--- config.mk ---
export PLATFORM = sky130hd
export DESIGN_NAME = ucf_top
export DESIGN_NICKNAME = d
export VERILOG_FILES = /design/src/logic/ucf_pkg.sv /design/src/logic/ucf_baud.sv /design/src/logic/ucf_top.sv
export SDC_FILE = /design/constraint.sdc
export NUM_CORES = 1
export LEC_CHECK = 0
export BUFFER_PORTS_ARGS = -buffer_cell sky130_fd_sc_hd__buf_2
export CAP_MARGIN = 40
export CORE_MARGIN = 2
export CORE_UTILIZATION = 39
export DETAILED_ROUTE_END_ITERATION = 10
export GPL_TIMING_DRIVEN = 0
export MAX_ROUTING_LAYER = met4
export PLACE_DENSITY = 0.7
export SLEW_MARGIN = 20
export SYNTH_ARGS = -nofsm -noshare
export SYNTH_HDL_FRONTEND = slang
export SYNTH_SLANG_ARGS = --single-unit
--- constraint.sdc ---
create_clock -name clk -period 2.3 [get_ports clk]
set_input_delay 0 -clock clk [delete_from_list [all_inputs] [get_ports clk]]
set_output_delay 0 -clock clk [all_outputs]
set_load 0.05 [all_outputs]
--- src/logic/ucf_pkg.sv ---
// Shared constants, register map and carrier types of the serial frame control block
package ucf_pkg;

  ////////////////////////////////////////////////////////////////////////////////
  // Register indices; byte address is four times the index
  localparam logic [11:0] IDX_DATA = 12'hF40; // Transmit hold / receive data
  localparam logic [11:0] IDX_STATUS = 12'hF41; // Live status
  localparam logic [11:0] IDX_CTL_A = 12'hF42; // serial_control_a
  localparam logic [11:0] IDX_CTL_B = 12'hF43; // serial_control_b
  localparam logic [11:0] IDX_ADDR_CMP = 12'hF45; // Station address compare
  localparam logic [11:0] IDX_DIVISOR = 12'hF46; // 16-bit baud divisor

  // Reset values
  localparam logic [7:0] CTL_A_RESET = 8'h00;
  localparam logic [7:0] CTL_B_RESET = 8'h00;
  localparam logic [15:0] DIVISOR_RESET = 16'h0001;

  // Address filter mode codes
  localparam logic [1:0] FILT_ALL = 2'h0;
  localparam logic [1:0] FILT_ADDR = 2'h1;
  localparam logic [1:0] FILT_MATCH_ALL = 2'h2;
  localparam logic [1:0] FILT_MATCH_DATA = 2'h3;

  // Timing counts, in baud ticks or whole bits
  localparam logic [3:0] SUB_LAST = 4'hF; // Sixteen ticks per bit
  localparam logic [3:0] SUB_MID = 4'h7; // Start bit centre check
  localparam logic [3:0] IR_PULSE_TICKS = 4'h3; // Infrared pulse length
  localparam logic [3:0] LEAD_BITS = 4'h1; // Drive lead, whole bits
  localparam logic [3:0] FRAME_MAX = 4'hD; // Start+8+mp+parity+2 stop

  ////////////////////////////////////////////////////////////////////////////////
  // Control register A, msb first
  typedef struct packed {
    logic transmitter_on;
    logic receiver_on;
    logic flow_gate_on;
    logic parity_on;
    logic parity_odd;
    logic force_line_low;
    logic two_stop;
    logic loopback_on;
  } ucf_ctl_a_t;

  // Control register B, msb first
  typedef struct packed {
    logic mode_hi;
    logic nine_bit_mode_on;
    logic mode_lo;
    logic ninth_bit_value;
    logic driver_output_polarity;
    logic divider_timer_control;
    logic rx_data_irq_mask;
    logic infrared_codec_on;
  } ucf_ctl_b_t;

  // Status register, msb first
  typedef struct packed {
    logic rx_avail;
    logic parity_err;
    logic overrun_err;
    logic framing_err;
    logic break_seen;
    logic tx_hold_empty;
    logic tx_all_empty;
    logic cts_level;
  } ucf_status_t;

endpackage : ucf_pkg

--- src/logic/ucf_baud.sv ---
// Baud divider: sixteen-times oversample tick and live count
module ucf_baud
  import ucf_pkg::*;
#(
  parameter int WIDTH = 16
)
(
  input wire logic clk,
  input wire logic rst,
  input wire logic [WIDTH-1:0] reload,
  output logic tick,
  output logic [WIDTH-1:0] count
);

  logic [WIDTH-1:0] count_q;
  logic tick_q;
  wire at_end = (count_q <= WIDTH'(1)); // Zero or one both reload

  ////////////////////////////////////////////////////////////////////////////////
  // Count down, reload and pulse at the end
  always_ff @(posedge clk)
  begin
    if (rst)
    begin
      count_q <= '0;
      tick_q <= 1'b0;
    end
    else
    begin
      count_q <= at_end ? reload : count_q - WIDTH'(1);
      tick_q <= at_end;
    end
  end

  assign tick = tick_q;
  assign count = count_q;

endmodule : ucf_baud

--- src/logic/ucf_top.sv ---
// Serial frame control: registers, transmitter, receiver and address filter
module ucf_top
  import ucf_pkg::*;
(
  input wire logic clk,
  input wire logic rst,
  input wire logic [13:0] avs_address,
  input wire logic avs_read,
  input wire logic avs_write,
  input wire logic [31:0] avs_writedata,
  input wire logic [3:0] avs_byteenable,
  output logic [31:0] avs_readdata,
  output logic avs_waitrequest,
  input wire logic rxd,
  input wire logic cts_n,
  output logic txd,
  output logic transceiver_drive_signal,
  output logic rx_irq
);

  ////////////////////////////////////////////////////////////////////////////////
  // Registers and state
  typedef enum logic [3:0] {
    TX_IDLE = 4'b0001,
    TX_LEAD = 4'b0010,
    TX_SHIFT = 4'b0100,
    TX_TAIL = 4'b1000
  } ucf_tx_state_t;
  typedef enum logic [2:0] {
    RX_IDLE = 3'b001,
    RX_START = 3'b010,
    RX_BITS = 3'b100
  } ucf_rx_state_t;

  ucf_ctl_a_t ctl_a_q; // uart_control_a
  ucf_ctl_b_t ctl_b_q; // uart_control_b
  ucf_status_t stat; // Assembled status view
  logic [7:0] addr_cmp_q; // Station address
  logic [15:0] divisor_q; // Baud reload value
  logic wait_q; // Waitrequest, high until answer
  logic [31:0] rdata_q; // Read data
  logic [7:0] hold_q; // Transmit hold byte
  logic hold_full_q; // Hold byte waiting
  ucf_tx_state_t tx_st_q;
  logic [12:0] frame_q; // Outgoing frame, lsb first
  logic [3:0] tx_len_q; // Bits in frame
  logic [3:0] tx_idx_q; // Current bit
  logic [3:0] tx_sub_q; // Tick within bit
  logic line_q; // Serial line before codec
  logic txd_q;
  logic drive_on_q; // Drive envelope, true sense
  logic drive_pin_q;
  ucf_rx_state_t rx_st_q;
  logic [3:0] rx_sub_q;
  logic [3:0] rx_idx_q;
  logic [10:0] rx_bits_q; // Received body plus stop
  logic rx_done_q; // Character complete pulse
  logic [7:0] rx_data_q;
  logic rda_q, pe_q, oe_q, fe_q, brk_q;
  logic in_frame_q; // Last address matched
  logic irq_q;
  logic [2:0] rxd_s_q, cts_s_q; // Three-stage pin synchronisers
  logic rxd_lv_q, cts_lv_q; // Filtered pin levels
  logic [3:0] ir_cnt_q; // Infrared stretch counter
  logic tick;
  logic [15:0] baud_count;

  ////////////////////////////////////////////////////////////////////////////////
  // Bus decode
  wire [11:0] idx = avs_address[13:2];
  wire req = avs_read | avs_write;
  wire take = req & ~wait_q; // Edge at which master samples answer
  wire wr = take & avs_write;
  wire rd = take & avs_read;
  wire hit_data = (idx == IDX_DATA);
  wire hit_stat = (idx == IDX_STATUS);
  wire hit_a = (idx == IDX_CTL_A);
  wire hit_b = (idx == IDX_CTL_B);
  wire hit_cmp = (idx == IDX_ADDR_CMP);
  wire hit_div = (idx == IDX_DIVISOR);
  wire lane0 = avs_byteenable[0];
  wire lane1 = avs_byteenable[1];
  wire tx_load = wr & hit_data & lane0;
  wire rx_read = rd & hit_data;
  wire [15:0] div_view = ctl_b_q.divider_timer_control ? baud_count : divisor_q;
  wire [7:0] rd_byte = hit_data ? rx_data_q :
                       hit_stat ? stat :
                       hit_a ? ctl_a_q :
                       hit_b ? ctl_b_q :
                       hit_cmp ? addr_cmp_q : 8'h00;
  wire [31:0] rd_word = hit_div ? {16'h0000, div_view} : {24'h000000, rd_byte};

  // Status view
  assign stat = '{rx_avail: rda_q, parity_err: pe_q, overrun_err: oe_q,
                  framing_err: fe_q, break_seen: brk_q, tx_hold_empty: ~hold_full_q,
                  tx_all_empty: (tx_st_q == TX_IDLE) & ~hold_full_q,
                  cts_level: cts_lv_q};

  // Single wait state: answer one edge after the request appears
  always_ff @(posedge clk)
  begin
    if (rst)
    begin
      wait_q <= 1'b1;
      rdata_q <= 32'h00000000;
    end
    else
    begin
      wait_q <= ~(req & wait_q);
      if (req & wait_q)
        rdata_q <= rd_word; // Unmapped reads return zero
    end
  end

  // Configuration writes; settings assumed stable while enabled
  always_ff @(posedge clk)
  begin
    if (rst)
    begin
      ctl_a_q <= CTL_A_RESET;
      ctl_b_q <= CTL_B_RESET;
      addr_cmp_q <= 8'h00;
      divisor_q <= DIVISOR_RESET;
    end
    else if (wr)
    begin
      if (hit_a & lane0)
        ctl_a_q <= avs_writedata[7:0];
      if (hit_b & lane0)
        ctl_b_q <= avs_writedata[7:0];
      if (hit_cmp & lane0)
        addr_cmp_q <= avs_writedata[7:0];
      if (hit_div & lane0)
        divisor_q[7:0] <= avs_writedata[7:0];
      if (hit_div & lane1)
        divisor_q[15:8] <= avs_writedata[15:8];
    end
  end

  ////////////////////////////////////////////////////////////////////////////////
  // Pin synchronisers; a change counts once stages two and three agree
  always_ff @(posedge clk)
  begin
    if (rst)
    begin
      rxd_s_q <= 3'h7;
      cts_s_q <= 3'h7;
      rxd_lv_q <= 1'b1;
      cts_lv_q <= 1'b1;
    end
    else
    begin
      rxd_s_q <= {rxd_s_q[1:0], rxd};
      cts_s_q <= {cts_s_q[1:0], cts_n};
      if (rxd_s_q[1] == rxd_s_q[2])
        rxd_lv_q <= rxd_s_q[2];
      if (cts_s_q[1] == cts_s_q[2])
        cts_lv_q <= cts_s_q[2];
    end
  end

  // Baud divider, shared by both directions and the timer use
  ucf_baud #(.WIDTH(16)) u_baud (
    .clk(clk),
    .rst(rst),
    .reload(divisor_q),
    .tick(tick),
    .count(baud_count)
  );

  ////////////////////////////////////////////////////////////////////////////////
  // Transmit frame builder
  wire tx_run = ctl_a_q.transmitter_on & (~ctl_a_q.flow_gate_on | ~cts_lv_q);
  wire par_bit = ^hold_q ^ ctl_a_q.parity_odd;
  logic [12:0] frame_d;
  logic [3:0] len_d;
  always_comb
  begin
    frame_d = '1; // Unused tail reads as stop level
    frame_d[0] = 1'b0;
    frame_d[8:1] = hold_q;
    len_d = 4'h9;
    if (ctl_b_q.nine_bit_mode_on)
    begin
      frame_d[len_d] = ctl_b_q.ninth_bit_value;
      len_d = len_d + 4'h1;
    end
    if (ctl_a_q.parity_on)
    begin
      frame_d[len_d] = par_bit;
      len_d = len_d + 4'h1;
    end
    len_d = len_d + (ctl_a_q.two_stop ? 4'h2 : 4'h1);
  end

  wire bit_end = tick & (tx_sub_q == SUB_LAST);
  wire can_go = hold_full_q & tx_run;

  // Transmit sequencer, including drive envelope
  always_ff @(posedge clk)
  begin
    if (rst)
    begin
      tx_st_q <= TX_IDLE;
      hold_q <= 8'h00;
      hold_full_q <= 1'b0;
      frame_q <= '1;
      tx_len_q <= 4'h0;
      tx_idx_q <= 4'h0;
      tx_sub_q <= 4'h0;
      line_q <= 1'b1;
      drive_on_q <= 1'b0;
    end
    else
    begin
      if (tx_load)
        hold_q <= avs_writedata[7:0];
      if (tick)
        tx_sub_q <= tx_sub_q + 4'h1;
      if (ctl_a_q.force_line_low) // Break overrides everything
      begin
        tx_st_q <= TX_IDLE;
        line_q <= 1'b0;
        drive_on_q <= 1'b1;
        hold_full_q <= hold_full_q | tx_load;
      end
      else
      begin
        case (tx_st_q)
          TX_IDLE:
          begin
            line_q <= 1'b1;
            drive_on_q <= tx_load | (drive_on_q & hold_full_q);
            hold_full_q <= hold_full_q | tx_load;
            if (tx_load) // Drive rises on the write
            begin
              tx_st_q <= TX_LEAD;
              tx_sub_q <= 4'h0;
              tx_idx_q <= 4'h0;
            end
            else if (can_go)
            begin
              tx_st_q <= TX_LEAD;
              tx_sub_q <= 4'h0;
              tx_idx_q <= 4'h0;
              drive_on_q <= 1'b1;
            end
          end
          TX_LEAD:
          begin
            hold_full_q <= 1'b1;
            if (bit_end)
              tx_idx_q <= tx_idx_q + 4'h1;
            // Whole lead bit elapsed and allowed to send
            if (tx_idx_q >= LEAD_BITS && tx_run)
            begin
              tx_st_q <= TX_SHIFT;
              frame_q <= frame_d;
              tx_len_q <= len_d;
              tx_idx_q <= 4'h0;
              tx_sub_q <= 4'h0;
              hold_full_q <= tx_load;
              line_q <= 1'b0;
            end
          end
          TX_SHIFT:
          begin
            hold_full_q <= hold_full_q | tx_load;
            if (bit_end)
            begin
              if (tx_idx_q == tx_len_q - 4'h1)
              begin
                tx_st_q <= TX_TAIL;
                line_q <= 1'b1;
              end
              else
              begin
                tx_idx_q <= tx_idx_q + 4'h1;
                line_q <= frame_q[tx_idx_q + 4'h1];
              end
            end
          end
          TX_TAIL:
          begin
            // One clock after the last stop, unless another byte waits and the transmitter may run
            hold_full_q <= hold_full_q | tx_load;
            if ((hold_full_q | tx_load) & tx_run)
            begin
              tx_st_q <= TX_LEAD;
              tx_idx_q <= LEAD_BITS;
            end
            else
            begin
              tx_st_q <= TX_IDLE;
              drive_on_q <= 1'b0;
            end
          end
          default:
          begin
            tx_st_q <= TX_IDLE;
          end
        endcase
      end
    end
  end

  ////////////////////////////////////////////////////////////////////////////////
  // Line shaping: infrared pulses or plain levels, polarity of drive
  wire loop = ctl_a_q.loopback_on;
  wire ir = ctl_b_q.infrared_codec_on;
  wire ir_tx = ~line_q & (tx_sub_q < IR_PULSE_TICKS); // Short high pulse per zero
  wire pin_tx = loop ? ~ir : (ir ? ir_tx : line_q);
  wire ir_rx = (ir_cnt_q == 4'h0); // Decoded level, low while stretched
  wire rx_line = loop ? line_q : (ir ? ir_rx : rxd_lv_q);

  // Output stage and infrared receive stretch
  always_ff @(posedge clk)
  begin
    if (rst)
    begin
      txd_q <= 1'b1;
      drive_pin_q <= 1'b0;
      ir_cnt_q <= 4'h0;
    end
    else
    begin
      txd_q <= pin_tx;
      drive_pin_q <= drive_on_q ^ ctl_b_q.driver_output_polarity;
      // A high pulse reads as one zero bit period
      if (rxd_lv_q & ir)
        ir_cnt_q <= SUB_LAST;
      else if (tick & (ir_cnt_q != 4'h0))
        ir_cnt_q <= ir_cnt_q - 4'h1;
    end
  end

  ////////////////////////////////////////////////////////////////////////////////
  // Receive framer; body length mirrors the transmitter
  wire rx_mp = ctl_b_q.nine_bit_mode_on;
  wire [3:0] rx_len = 4'h9 + {3'h0, rx_mp} + {3'h0, ctl_a_q.parity_on}; // Body plus stop
  wire [3:0] par_pos = rx_mp ? 4'h9 : 4'h8;
  always_ff @(posedge clk)
  begin
    if (rst)
    begin
      rx_st_q <= RX_IDLE;
      rx_sub_q <= 4'h0;
      rx_idx_q <= 4'h0;
      rx_bits_q <= '0;
      rx_done_q <= 1'b0;
    end
    else
    begin
      rx_done_q <= 1'b0;
      if (tick)
        rx_sub_q <= rx_sub_q + 4'h1;
      if (~ctl_a_q.receiver_on) // Disabled receiver drops any frame
        rx_st_q <= RX_IDLE;
      else
      begin
        case (rx_st_q)
          RX_IDLE:
          begin
            if (~rx_line)
            begin
              rx_st_q <= RX_START;
              rx_sub_q <= 4'h0;
            end
          end
          RX_START:
          begin
            if (tick & (rx_sub_q == SUB_MID))
            begin
              rx_st_q <= rx_line ? RX_IDLE : RX_BITS;
              rx_sub_q <= 4'h0;
              rx_idx_q <= 4'h0;
            end
          end
          RX_BITS:
          begin
            if (tick & (rx_sub_q == SUB_LAST))
            begin
              rx_bits_q[rx_idx_q] <= rx_line;
              rx_idx_q <= rx_idx_q + 4'h1;
              if (rx_idx_q == rx_len - 4'h1)
              begin
                rx_st_q <= RX_IDLE;
                rx_done_q <= 1'b1;
              end
            end
          end
          default:
          begin
            rx_st_q <= RX_IDLE;
          end
        endcase
      end
    end
  end

  ////////////////////////////////////////////////////////////////////////////////
  // Character checks and address filter
  wire [7:0] got = rx_bits_q[7:0];
  wire is_addr = rx_mp & rx_bits_q[8];
  wire stop_ok = rx_bits_q[rx_len - 4'h1];
  wire par_bad = ctl_a_q.parity_on & (^got ^ ctl_a_q.parity_odd ^ rx_bits_q[par_pos]);
  wire is_brk = ~stop_ok & ~|(rx_bits_q & ((11'h001 << rx_len) - 11'h001));
  wire match = (got == addr_cmp_q);
  wire [1:0] mode = {ctl_b_q.mode_hi, ctl_b_q.mode_lo};
  wire err = par_bad | ~stop_ok | is_brk;
  logic want;
  always_comb
  begin
    case (mode)
      FILT_ALL: want = 1'b1;
      FILT_ADDR: want = is_addr;
      FILT_MATCH_ALL: want = is_addr ? match : in_frame_q;
      FILT_MATCH_DATA: want = ~is_addr & in_frame_q;
      default: want = 1'b1;
    endcase
    if (~rx_mp) // Filter inactive in ordinary framing
      want = 1'b1;
  end
  wire keep = want | err;
  wire timer_irq = ~ctl_a_q.receiver_on & ctl_b_q.divider_timer_control & tick;

  // Receive data, flags and request; new events win over a clearing read
  always_ff @(posedge clk)
  begin
    if (rst)
    begin
      rx_data_q <= 8'h00;
      {rda_q, pe_q, oe_q, fe_q, brk_q} <= 5'h00;
      in_frame_q <= 1'b0;
      irq_q <= 1'b0;
    end
    else
    begin
      if (rx_read)
      begin
        rda_q <= 1'b0;
        {pe_q, oe_q, fe_q, brk_q} <= 4'h0;
      end
      if (rx_done_q & is_addr)
        in_frame_q <= match;
      if (rx_done_q & keep)
      begin
        if (rda_q & ~rx_read)
          oe_q <= 1'b1; // Held byte survives an overrun
        else
        begin
          rx_data_q <= got;
          rda_q <= 1'b1;
          pe_q <= par_bad;
          fe_q <= ~stop_ok;
          brk_q <= is_brk;
        end
      end
      // Data requests unless masked; errors always
      irq_q <= timer_irq |
               (rx_done_q & ((want & ~ctl_b_q.rx_data_irq_mask) | err));
    end
  end

  assign avs_readdata = rdata_q;
  assign avs_waitrequest = wait_q;
  assign txd = txd_q;
  assign transceiver_drive_signal = drive_pin_q;
  assign rx_irq = irq_q;

endmodule : ucf_top
==> results of run 1 <==
## through the flow
step                std cells  worst slack, ns
floorplan                 984          0.00918
global placement         1312           -0.441
detailed placement       1313           -0.454
CTS                      1364          0.00970
global route             1374          -0.0301
finish                   1374           0.0633
## flip-flops by register name, indices dropped and copies added, names as in the netlist, 7 cells and up
name	count
ctl_a_q	7
addr_cmp_q	8
frame_q	11
rx_data_q	8
hold_q	8
rx_bits_q	11
divisor_q	16
u_baud.count	16
avs_readdata	16
## power by group through the flow
stage / Clock (mW) / Sequential, mW / Combinational, mW
2_1_floorplan: 0 / 3.22 / 0.939
3_3_place_gp: 0 / 3.23 / 1.23
3_5_place_dp: 0 / 3.23 / 1.25
4_1_cts: 3.04 / 3.18 / 1.31
5_1_grt: 3.17 / 3.21 / 1.51
6_report: 3.01 / 3.20 / 1.38
## cells by family after synthesis
family	share of synthesized area (%)
muxes	8.40
AOI/OAI and AO/OA	14.4
other	0.0451
and+or+nand+nor	23.2
adders and majority gates	3.10
buffers and inverters	5.41
xor gates and xnor gates	5.87
DFF	39.5
## critical path: stages, from the launching register on
cell	delay (ns)
dfxtp_4	0.35
inv_1	0.06
ha_4	0.26
xnor3_1	0.40
xnor3_1	0.27
nand2_2	0.11
a31oi_4	0.22
buf_12	0.17
mux2i_1	0.20
nor2_1	0.05
## Yosys cell counts, types with 4 or more instances
cell	number	area (sq um)
a211oi_1	23	173
a21oi_1	70	350
a221oi_1	7	61.3
a22o_1	5	43.8
a22oi_1	5	37.5
a31oi_1	7	43.8
and3_1	5	31.3
buf_1	4	15.0
buf_2	5	25.0
buf_4	18	135
clkbuf_1	39	146
dfxtp_1	164	3280
ha_1	19	238
inv_1	30	113
mux2_2	6	67.6
mux2i_1	54	541
mux4_2	4	90.1
nand2_1	102	383
nand2b_1	15	93.8
nand3_1	50	250
nand4_1	9	56.3
nor2_1	107	402
nor2b_1	8	50.1
nor3_1	29	145
nor3_2	4	40.0
nor4_1	14	87.6
nor4b_1	5	43.8
o21ai_0	29	145
or2_2	8	50.1
or3_1	5	31.3
xnor2_1	32	280
xor2_1	16	140
## final timing paths
check	startpoint	to	slack (ns)	cells past startpoint
setup / recovery	rx_bits_q[4]	rx_data_q[6]	0.06	9
hold / removal	avs_write	divisor_q[15]	0.07	4
setup reg to reg	rx_bits_q[4]	rx_data_q[6]	0.06	9
hold reg to reg	rxd_s_q[0]	rxd_s_q[1]	0.41	1
## routing by layer
metal / wire [microns] / vias up / share of wire [%] / global-route usage [%]
met1: 10200 / 3607 / 43 / 27.4
li1: - / 3643 / - / -
met3: 1370 / 55 / 5.8 / 3.99
met2: 11100 / 256 / 47 / 34.9
met4: 845 / 0 / 3.6 / 9.15
met5: 0 / - / 0 / -
## repair_timing
item,in CTS,in global routing
hold buffers,18,0
endpoints found under the hold margin,50,0
resized for setup,24,30
pin swaps,4,7
gates cloned,0,0
endpoints found under the setup margin,54,44
setup buffers,3,9
## area by class of cell
class,count,area share [%]
Buffer,64,3.38
Antenna cell,2,0.0497
Clock inverter,13,1.69
Inverter,31,1.21
Tap cell,275,3.42
Clock buffer,19,4.50
Multi-Input combinational cell,722,47.3
Sequential cell,164,32.9
Timing Repair Buffer,84,5.56
==> flow_summary.ini, run 1 <==
[outcome]
status = finished, final reports clean

[global_routing]
grt_pass1_vias = 6971
grt_overflow_total = 0
antenna_found_initial = 2
grt_first_pass_wirelength_microns = 37100
grt_use_total_pct = 21.9
grt_max_degree = 17

[timing]
fmax_ghz = 0.447
finalCritPeriodShare_pct = 97.2
timing.final.crit_period_ns = 2.24
slew_viol_final = 0
fin_setup_tns_ns = 0
fin_worst_skew_ns = 0.0138
grt_setup_unrepaired = true
slew_headroom_pct = 41.5
tightest_slew_ns = 0.870
finalSetupViolations = 0
final_hold_viol_count = 0
hold_ws_ns = 0.0663

[route]
first_iter_violations = 684
drtAntennaViolNets = 0
drt-total-wl_microns = 23500
wl_per_cell_microns = 17.1
via_per_inst = 5.50
drc = 0
drt_pre_antenna_iters = 5
routed-via-count = 7561

[cells_and_area]
post-route-util_pct = 48.0
drive_above_1_share_pct = 18.2
num-nets-final = 1160
design_area_sq_mm = 0.0101
n_fill_cell = 2001
layout_common_cells = 153 x dfxtp_1, 107 x nor2_1, 101 x nand2_1, 70 x a21oi_1, 58 x buf_2
final_common_cell = dfxtp_1
synthToLayoutAreaGrowth_pct = 21.2
multiInputGateArea_sq_mm = 0.00476
seq_area_sq_mm = 0.00331

[cts]
cts_buffers = 17
clock_latency_ns = 0.44
root_buffer = clkbuf_16
clock_sinks = 164
clk_pin_slew_ns = 0.07
cts_htree_levels = 4
tritoncts = done
cts_buffer_depth = 2

[yosys]
yosysWarnings = 0
synth_cell_types = 79
syn_avg_cell_area_sq_um = 8.57
yosys_register_bits = 164
synthFlopType = dfxtp_1
async_flop_share_pct = 0
ys_seq_area_share_pct = 39.5
synth_enable_flop_cells = 0
netlist_area_sq_mm = 0.00831
netlist_instances = 969

[die]
die_w_microns = 150
pin_count = 92
die_area_sq_mm = 0.0225
core_region_area_sq_mm = 0.0210
die_h_microns = 150
placementRows = 53
start_util_pct = 39.6

[pwr]
ir_drop_mv = 0.522
p_int_mw = 5.37
leakagePower_nw = 3.87
p_seq_share_pct = 42.1
p_per_area_mw_per_mm2 = 754
p_comb_share_pct = 18.2
total_power_mw = 7.59
p_clk_share_pct = 39.7
switching_power_mw = 2.23
swShare_pct = 29.3

[setup_path]
worstSetupPathType = reg -> reg
arrival_ns = 2.54
critical_path.max_fanout = 8
crit_required_ns = 2.60
endpoint_kind = register
cp-start-kind = register

[placement]
place_area_sq_mm = 0.00900
hpwl_microns = 17000
routabilityCongestion = 0.932
io_buffers = 53

[worst_hold_path]
hold_class = in -> reg

[flow_run]
drv_cap = 0
No activity file was read; power rests on OpenSTA's default activity.
==> inputs of run 2 (changes only) <==
PLACE_DENSITY = 0.66   (was 0.7)
RECOVER_POWER = 50   (was default)
==> flow_summary.ini, run 2 (synthesis gave the netlist of run 1 again) <==
[setup_path]
critical-path-top-delay-family = multiplexers
critical_path.max_fanout = 8
arrival_ns = 2.51
crit_required_ns = 2.61
cp-start-kind = register
crit_buf_inv = 3
cp_cell_sequence = buf_4 -> inv_4 -> ha_4 -> a21o_1 -> mux4_2 -> a31oi_4 -> buf_12 -> mux2i_2 -> nor2_1
cpPeakStageDelay_ns = 0.52
worstSetupPathType = reg -> reg
r2r_setup_slack_ns = 0.1
crit_slowest_cell = mux4_2
endpoint_kind = register

[route]
drt-total-wl_microns = 24100
drtAntennaViolNets = 0
drt_pre_antenna_iters = 5
wl_met3_microns = 1330
wl_per_cell_microns = 17.6
first_iter_violations = 689
via_per_inst = 5.45
routed-via-count = 7450
route.met2.wl_microns = 11000
drc = 0
wl_met1_microns = 11100
highest_layer = met4

[placement]
place_area_sq_mm = 0.00899
routabilityCongestion = 0.956
hpwl_microns = 17500
place_ws_ns = -0.347
placedCellCount = 1312
io_buffers = 53

[cells_and_area]
n_fill_cell = 2061
drive_above_1_share_pct = 15.2
final_cell_count_no_fill = 1367
num-nets-final = 1155
seq_area_sq_mm = 0.00330
design_area_sq_mm = 0.00992
antenna_cells = 0
final_common_cell = dfxtp_1
multiInputGateArea_sq_mm = 0.00474
synthToLayoutAreaGrowth_pct = 19.4
layout_common_cells = 156 x dfxtp_1, 106 x nor2_1, 101 x nand2_1, 70 x a21oi_1, 58 x clkbuf_1

[pwr]
leakagePower_nw = 3.72
p_per_area_mw_per_mm2 = 755
ir_drop_mv = 0.509
total_power_mw = 7.49

[worst_hold_path]
hold_class = in -> reg

[cts]
tritoncts = done
clock_latency_ns = 0.43
root_buffer = clkbuf_16
cts_buffer_depth = 2
cts_buffers = 17
clock_sinks = 164
cts_htree_levels = 4
clk_pin_slew_ns = 0.06

[die]
placementRows = 53
die_h_microns = 150
die_w_microns = 150
pin_count = 92
die_area_sq_mm = 0.0225
core_region_area_sq_mm = 0.0210
start_util_pct = 39.6

[global_routing]
grt_overflow_total = 0
grt_max_degree = 17
grt_use_total_pct = 22.2
antenna_found_initial = 0
grt_first_pass_wirelength_microns = 37300
grt_pass1_vias = 6870

[timing]
fin_setup_tns_ns = 0
finalSetupViolations = 0
layout_setup_ws_ns = 0.0963
slew_viol_final = 0
tightest_slew_ns = 0.848
grt_setup_unrepaired = false
final_hold_viol_count = 0
timing.final.crit_period_ns = 2.20
fin_worst_skew_ns = 0.0103
fmax_ghz = 0.454
slew_headroom_pct = 43.0
finalCritPeriodShare_pct = 95.8

[flow_run]
drv_cap = 0

[outcome]
status = finished, final reports clean
-- run 2: cell types whose count changed in the layout (fill, tap and decap cells not counted), moves of 2 or more --
cell      before  now
buf_2         58   35
dfxtp_1      153  156
diode_2        2    0
clkbuf_2       3    5
buf_4         29   26
inv_1         27   29
inv_2          2    0
dfxtp_4        6    2
inv_6          5    0
clkbuf_1      32   58
buf_6          4    2
-- run 2: final timing paths --
path                                  from  depth (start not counted)              end
worst max-delay path                 rx_mp                          9     rx_data_q[2]
worst max register to register       rx_mp                          9     rx_data_q[2]
worst min register to register  rxd_s_q[0]                          1       rxd_s_q[1]
worst min-delay path              avs_read                          4  avs_waitrequest
-- run 2: per-stage QoR --
stage | utilization, % | hold WS, ns
6_report | 47.4 | 0.0561
4_1_cts | 47.1 | 0.0362
2_1_floorplan | - | 0.104
3_3_place_gp | 42.9 | 0.189
5_1_grt | 47.4 | 0.0977
3_5_place_dp | 42.9 | 0.186
-- run 2: power by group --
| group | internal (mW) | total (mW) | switching, mW |
|---|---|---|---|
| sequential | 3.00 | 3.20 | 0.204 |
| combinational | 0.573 | 1.36 | 0.788 |
| clock | 1.76 | 2.92 | 1.16 |
| total | 5.33 | 7.49 | 2.15 |
-- run 2: cell type report --
cell class                      count  share of cell area [%]
Buffer                             63                    3.34
Clock buffer                       23                    4.72
Clock inverter                      9                    1.29
Inverter                           31                    1.20
Multi-Input combinational cell    722                    47.7
Sequential cell                   164                    33.2
Tap cell                          275                    3.47
Timing Repair Buffer               80                    5.01
-- run 2: tightest hold or removal path, delay by kind of cell --
family | cells | cell delay [ns]
and+or+nand+nor | 3 | 0.33
buffers and inverters | 1 | 0.12
-- run 2: layer usage --
| layer | GRT usage, % | up-vias |
|---|---|---|
| met4 | 8.49 | 0 |
| li1 | - | 3626 |
| met5 | - | - |
| met2 | 33.9 | 242 |
| met3 | 3.75 | 49 |
| met1 | 29.4 | 3533 |
-- run 2: repair_timing --
action                                 in CTS  in global routing
buffers inserted                            3                  5
endpoints found under the hold margin      50                  0
resized for setup                          19                 28
hold buffers                               18                  0
setup endpoints to repair                  54                 40
pin swaps                                   3                  5
